$ cat src/verilog/acr_consts.vh
// Constants for the accelerometer two-wire slave readout block.
// Functional notes
// - Start and stop are detected while clock high.
// - Bytes are eight bits, MSB first, then acknowledge.
// - Answer only address 0010 plus strapped bits.
// - Eighth address bit chooses read or write.
// - Acknowledge matched address and every written byte.
// - First written byte is the register index.
// - Control bit 0 requests sleep; clear wakes.
// - Control bit 1 enables the self check.
// - Control bit 2 enables the reference check.
// - Control bit 3 puts temperature on X positions.
// - Written index sets the read pointer.
// - Positions: control, X high, X low, Y high, Y low.
// - Index zero reads back the control register.
// - Pointer advances after each acknowledged read byte.
// - Positions 5 and 6 read zero, then wrap.
// - Samples are 12 or 10 bits wide.
// - Unused high bits of a sample read zero.
// - Data changes only while clock is low.
`ifndef ACR_CONSTS_VH
`define ACR_CONSTS_VH
`define ACR_ADDR_HIGH      4'h2
`define ACR_CTRL_RESET     8'h00
`define ACR_BIT_SLEEP      0
`define ACR_BIT_SELFCHK    1
`define ACR_BIT_REFCHK     2
`define ACR_BIT_THERMAL    3
`define ACR_IDX_CTRL       3'h0
`define ACR_IDX_XHIGH      3'h1
`define ACR_IDX_XLOW       3'h2
`define ACR_IDX_YHIGH      3'h3
`define ACR_IDX_YLOW       3'h4
`define ACR_IDX_LAST       3'h6
`define ACR_BITS_HIRES     12
`define ACR_BITS_LORES     10
`endif

$ cat src/verilog/acr_i2c_slave.v
// Two-wire slave that exposes the control byte and the axis sample window.
`timescale 1ns/1ps
`default_nettype none
`include "acr_consts.vh"
module acr_i2c_slave (
  input  wire        clock,
  input  wire        rst_b,
  input  wire        clockEnable,
  input  wire        sclIn,
  input  wire        sdaIn,
  output reg         sdaOut,
  output reg         sdaOe,
  input  wire [2:0]  addrStrap,
  input  wire        lowResMode,
  input  wire [11:0] xSample,
  input  wire [11:0] ySample,
  input  wire [11:0] thermalValue,
  output reg         sleepRequest,
  output reg         selfCheckEnable,
  output reg         referenceCheckEnable,
  output reg         thermalSelect
);
  localparam ST_IDLE  = 3'h0;
  localparam ST_ADDR  = 3'h1;
  localparam ST_WIDX  = 3'h2;
  localparam ST_WDATA = 3'h3;
  localparam ST_READ  = 3'h4;
  localparam ST_RACK  = 3'h5;
  localparam ST_SKIP  = 3'h6;

  reg  [2:0]  state_r;
  reg  [2:0]  ret_r;
  reg  [3:0]  bitCnt_r;
  reg  [7:0]  shift_r;
  reg  [7:0]  ctrl_r;
  reg  [2:0]  ptr_r;
  reg         ackPhase_r;
  reg         sclPrev_r;
  reg         sdaPrev_r;
  reg  [15:0] xSnap_r;
  reg  [15:0] ySnap_r;
  wire        sclRise;
  wire        sclFall;
  wire        startSeen;
  wire        stopSeen;
  wire [7:0]  curByte;

  assign sclRise   = sclIn & ~sclPrev_r;
  assign sclFall   = ~sclIn & sclPrev_r;
  assign startSeen = sclIn & sclPrev_r & sdaPrev_r & ~sdaIn;
  assign stopSeen  = sclIn & sclPrev_r & ~sdaPrev_r & sdaIn;

  // Masks a sample to the active resolution; the rest reads zero.
  function [15:0] fitSample;
    input [11:0] raw;
    input        low;
    begin
      if (low)
        fitSample = {6'h00, raw[9:0]};
      else
        fitSample = {4'h0, raw};
    end
  endfunction

  // Byte shown at a read position.
  function [7:0] readByte;
    input [2:0]  idx;
    input [7:0]  ctrl;
    input [15:0] xs;
    input [15:0] ys;
    begin
      case (idx)
        `ACR_IDX_CTRL:  readByte = ctrl;
        `ACR_IDX_XHIGH: readByte = xs[15:8];
        `ACR_IDX_XLOW:  readByte = xs[7:0];
        `ACR_IDX_YHIGH: readByte = ys[15:8];
        `ACR_IDX_YLOW:  readByte = ys[7:0];
        default:        readByte = 8'h00;
      endcase
    end
  endfunction

  // Byte at the read pointer: the live control register, or axis bytes from the snapshot taken at the read address.
  assign curByte = readByte(ptr_r, ctrl_r, xSnap_r, ySnap_r);

  always @(posedge clock or negedge rst_b) begin
    if (!rst_b) begin
      state_r <= ST_IDLE;
      ret_r <= ST_IDLE;
      bitCnt_r <= 4'h0;
      shift_r <= 8'h00;
      ctrl_r <= `ACR_CTRL_RESET;
      ptr_r <= 3'h0;
      ackPhase_r <= 1'b0;
      sclPrev_r <= 1'b1;
      sdaPrev_r <= 1'b1;
      xSnap_r <= 16'h0000;
      ySnap_r <= 16'h0000;
      sdaOut <= 1'b1;
      sdaOe <= 1'b0;
      sleepRequest <= 1'b0;
      selfCheckEnable <= 1'b0;
      referenceCheckEnable <= 1'b0;
      thermalSelect <= 1'b0;
    end else if (clockEnable) begin
      sclPrev_r <= sclIn;
      sdaPrev_r <= sdaIn;
      sleepRequest <= ctrl_r[`ACR_BIT_SLEEP];
      selfCheckEnable <= ctrl_r[`ACR_BIT_SELFCHK];
      referenceCheckEnable <= ctrl_r[`ACR_BIT_REFCHK];
      thermalSelect <= ctrl_r[`ACR_BIT_THERMAL];
      if (stopSeen) begin
        state_r <= ST_IDLE;
        sdaOe <= 1'b0;
        sdaOut <= 1'b1;
      end else if (startSeen) begin
        state_r <= ST_ADDR;
        bitCnt_r <= 4'h0;
        ackPhase_r <= 1'b0;
        sdaOe <= 1'b0;
        sdaOut <= 1'b1;
      end else begin
        case (state_r)
          ST_ADDR, ST_WIDX, ST_WDATA: begin
            if (!ackPhase_r && sclRise) begin
              shift_r <= {shift_r[6:0], sdaIn};
              bitCnt_r <= bitCnt_r + 4'h1;
            end else if (!ackPhase_r && sclFall && bitCnt_r == 4'h8) begin
              ackPhase_r <= 1'b1;
              bitCnt_r <= 4'h0;
              if (state_r == ST_ADDR) begin
                if (shift_r[7:1] == {`ACR_ADDR_HIGH, addrStrap}) begin
                  sdaOe <= 1'b1;
                  sdaOut <= 1'b0;
                  if (shift_r[0]) begin
                    ret_r <= ST_READ;
                    xSnap_r <= fitSample(ctrl_r[`ACR_BIT_THERMAL] ?
                                         thermalValue : xSample, lowResMode);
                    ySnap_r <= fitSample(ySample, lowResMode);
                  end else begin
                    ret_r <= ST_WIDX;
                  end
                end else begin
                  state_r <= ST_SKIP;
                end
              end else begin
                sdaOe <= 1'b1;
                sdaOut <= 1'b0;
                ret_r <= ST_WDATA;
                if (state_r == ST_WIDX) begin
                  ptr_r <= shift_r[2:0];
                end else if (ptr_r == `ACR_IDX_CTRL) begin
                  ctrl_r <= shift_r;
                end
              end
            end else if (ackPhase_r && sclFall) begin
              ackPhase_r <= 1'b0;
              state_r <= ret_r;
              if (ret_r == ST_READ) begin
                sdaOut <= curByte[7];
                sdaOe <= ~curByte[7];
                shift_r <= {curByte[6:0], 1'b0};
                bitCnt_r <= 4'h1;
              end else begin
                sdaOe <= 1'b0;
                sdaOut <= 1'b1;
              end
            end
          end
          ST_READ: begin
            if (sclFall) begin
              if (bitCnt_r == 4'h8) begin
                sdaOe <= 1'b0;
                sdaOut <= 1'b1;
                state_r <= ST_RACK;
              end else begin
                sdaOut <= shift_r[7];
                sdaOe <= ~shift_r[7];
                shift_r <= {shift_r[6:0], 1'b0};
                bitCnt_r <= bitCnt_r + 4'h1;
              end
            end
          end
          ST_RACK: begin
            if (sclRise) begin
              if (sdaIn) begin
                state_r <= ST_SKIP;
              end else begin
                ptr_r <= (ptr_r == `ACR_IDX_LAST) ? 3'h0 : ptr_r + 3'h1;
                ackPhase_r <= 1'b1;
                ret_r <= ST_READ;
                state_r <= ST_ADDR;
              end
            end
          end
          default: begin
            sdaOe <= 1'b0;
            sdaOut <= 1'b1;
          end
        endcase
      end
    end
  end
endmodule
`default_nettype wire

$ cat config.mk
export PLATFORM = sky130hd
export DESIGN_NAME = acr_i2c_slave
export DESIGN_NICKNAME = d
export VERILOG_FILES = /design/src/verilog/acr_i2c_slave.v
export VERILOG_INCLUDE_DIRS = /design/src /design/src/verilog
export SDC_FILE = /design/constraint.sdc
export NUM_CORES = 1
export LEC_CHECK = 0
export ABC_AREA = 0
export BUFFER_PORTS_ARGS = -buffer_cell sky130_fd_sc_hd__buf_2
export CORE_MARGIN = 5
export CORE_UTILIZATION = 25
export CTS_BUF_LIST = sky130_fd_sc_hd__clkbuf_16
export DETAILED_ROUTE_END_ITERATION = 10
export PLACE_DENSITY = 0.43
export SLEW_MARGIN = 20
export SYNTH_ARGS = -nofsm -noshare
export SYNTH_HDL_FRONTEND = slang
export SYNTH_SLANG_ARGS = --single-unit
$ cat constraint.sdc
create_clock -name clock -period 4.85 [get_ports clock]
set_clock_uncertainty 0.1 [all_clocks]
set_input_delay 0.485 -clock clock [delete_from_list [all_inputs] [get_ports clock]]
set_output_delay 0.485 -clock clock [all_outputs]
set_load 0.05 [all_outputs]
==> impl_metrics.json <==
{
  "fmax_mhz": 361.6,
  "power.density_nw_per_um2": 435.8,
  "synthToLayoutAreaGrowth_pct": 21.02,
  "crit_required_ns": 4.96,
  "dr.pass1.iters": 4,
  "grt_max_degree": 63,
  "fillerInstances": 1460,
  "die_y_um": 128.1,
  "overflow": 0,
  "yosysTopAreaCell": "dfrtp_1",
  "post_cts_resized": 0,
  "r2r_start": "shift_r[4]",
  "syn_nets": 364,
  "dieArea_um2": 16420,
  "worstReg2RegEnd": "state_r[0]",
  "grt_first_pass_wirelength_um": 14810,
  "grt_use_total": 0.1143,
  "syn_avg_cell_area_um2": 11.04,
  "async_flop_share": 1.000,
  "worst-path-buf-inv": 0,
  "r2r_cells": 5,
  "diodes": 0,
  "drt_iter0_drc": 163,
  "end_kind": "flip-flop",
  "antenna_found_initial": 0,
  "cts_sinks": 62,
  "multi_input_area_um2": 1832,
  "hold_viol_final": 0,
  "drtAntennaViolNets": 0,
  "cts_tree": "done",
  "relSlewSlack": 0.4203,
  "clockBufferDepth": 2,
  "synth.distinct_cells": 50,
  "cp_cell_sequence": "or4b_4, or4_4, or3_1, a32oi_1, mux2_2",
  "holdBufCountCts": 0,
  "synth_edf_count": 0,
  "clkSlewWorstSetupHoldPaths_ns": 0.05,
  "yosys-top-cells-area": "dfrtp_1 42%, mux2_2 19%, mux2i_1 3.2%",
  "critPathMaxFanout": 5,
  "drcViolationCount": 0,
  "cpPeakStageDelay_ns": 0.57,
  "synth_top_area_share": 0.4232,
  "rrSetupSlack_ns": 2.08,
  "status": "completed",
  "ys_ff_latch": 62,
  "startpoint_type": "flip-flop",
  "drv_slew": 0,
  "hp-class": "in2async",
  "cp_top_family": "simple AND/OR/NAND/NOR gates",
  "vias": 2672,
  "cts_inserted_buffers": 9,
  "grt_pass1_vias": 2768,
  "finalCriticalPeriod_ns": 2.765,
  "num_rows": 43,
  "max-vdd-ir-drop_mv": 0.1932,
  "port_buffers": 50,
  "vias_per_cell": 4.849,
  "ioPinCount": 51,
  "critPathLaunch": "shift_r[4]",
  "core_um2": 13770,
  "cpMaxStageDelayCell": "or4_4",
  "yosysSeqAreaShare": 0.4458,
  "drive_gt1_frac": 0.3666,
  "yosys_warnings": 0,
  "fin_crit_sh": 0.5702,
  "gp_congestion": 0.7799,
  "fin_util": 0.3065,
  "finalSetupViolations": 0,
  "p_leak_nw": 1.921,
  "die_w_um": 128.1,
  "tns_ns": 0,
  "path_class": "reg2reg",
  "grt_setup_unrepaired": "false",
  "nNetsFinal": 414,
  "arrival_ns": 2.88,
  "wl_um": 8829,
  "drv_cap": 0,
  "post_cts_buffers": 0,
  "syn_inst": 316,
  "ctsRootBufferMaster": "clkbuf_16",
  "htreeDepth": 3,
  "power_mw": 1.840,
  "wl_per_cell_um": 16.02,
  "tightestPinTransition_ns": 0.8696,
  "ys.flop_type": "dfrtp_1",
  "initial_core_util": 0.2533,
  "seqCellArea_um2": 1555,
  "dp_hpwl_um": 6469,
  "syn_area_um2": 3488,
  "hold_ws_ns": 0.2323,
  "clk_latency_ns": 0.33
}
==> flip-flops by register name (all words and copies together) (netlist names) <==
| signal | count |
|---|---|
| ackPhase_r | 1 |
| bitCnt_r | 4 |
| ctrl_r | 8 |
| ptr_r | 3 |
| referenceCheckEnable | 1 |
| ret_r | 3 |
| sclPrev_r | 1 |
| sdaOe | 1 |
| sdaOut | 1 |
| sdaPrev_r | 1 |
| selfCheckEnable | 1 |
| shift_r | 8 |
| sleepRequest | 1 |
| state_r | 3 |
| thermalSelect | 1 |
| xSnap_r | 12 |
| ySnap_r | 12 |
==> metrics by stage <==
stage | cells | worst slack [ns] | instance area (µm²)
final | 551 | 2.085 | 4222
after CTS | 551 | 2.054 | 4222
after floorplan | 316 | 2.192 | 3488
after global routing | 551 | 1.951 | 4222
after global placement | 535 | 2.111 | 3915
after detailed placement | 535 | 2.061 | 3915
==> cell usage after synthesis, drive strengths merged (3+ instances only) <==
cell type  number
mux2           60
dfrtp          59
o21ai          19
nor2           15
nand2          14
mux2i          11
a21oi          10
clkbuf         10
inv            10
nor2b           9
a22o            8
nor3b           7
a22oi           6
nand2b          5
nand3           5
nor3            5
xor2            4
a32o            3
buf             3
dfstp           3
ha              3
nand3b          3
o221ai          3
o2bb2ai         3
o31ai           3
or2             3
==> where the power goes <==
part           internal, mW  total [mW]  switching (mW)
Sequential            0.580       0.700           0.120
Combinational         0.200       0.477           0.277
Clock                 0.442       0.663           0.221
Total                  1.22        1.84           0.618
==> layout by cell type (no fill, tap or decap), types with 4 or more instances in the layout <==
master	Yosys	layout
nand2b_1	5	5
nand3_1	5	5
a21oi_1	10	10
buf_2	0	50
a22oi_1	6	6
mux2i_1	11	11
nor2b_1	9	9
clkbuf_16	0	9
nand2_1	14	14
dfrtp_1	59	59
nor3_1	4	4
inv_1	10	12
nor3b_1	7	7
xor2_1	4	4
a22o_1	8	8
nor2_1	15	15
mux2_2	60	60
o21ai_0	19	19
==> worst max path at each step <==
| stage | endpoint | slack [ns] | cells past startpoint |
|---|---|---|---|
| after CTS | ySnap_r[0] | 2.05 | 5 |
| after global placement | ySnap_r[2] | 2.11 | 5 |
| final | state_r[0] | 2.08 | 5 |
| after global routing | shift_r[2] | 1.95 | 4 |
| after floorplan | ySnap_r[2] | 2.19 | 5 |
| after detailed placement | xSnap_r[5] | 2.06 | 5 |
==> per-layer routing <==
layer,track usage,share of wire,vias up
met5,0,0,-
met2,0.1759,0.47,77
li1,-,-,1283
met4,0.03745,0.013,0
met1,0.1573,0.46,1304
met3,0.02833,0.054,8
==> cell families after synthesis <==
family / count (synthesis) / share of synthesized area
fa+ha+maj: 3 / 0.01076
mux: 71 / 0.2253
simple gates: 79 / 0.1320
flops: 62 / 0.4458
compound gates: 74 / 0.1471
xor+xnor: 4 / 0.01004
buf+inv: 23 / 0.02905
==> layout make-up <==
type | instances | area share
Timing Repair Buffer | 52 | 0.06283
Clock inverter | 7 | 0.01926
Sequential cell | 62 | 0.3684
Clock buffer | 9 | 0.05335
Inverter | 10 | 0.008892
Tap cell | 180 | 0.05335
Multi-Input combinational cell | 231 | 0.4339
No activity file was read; power rests on OpenSTA's default activity.
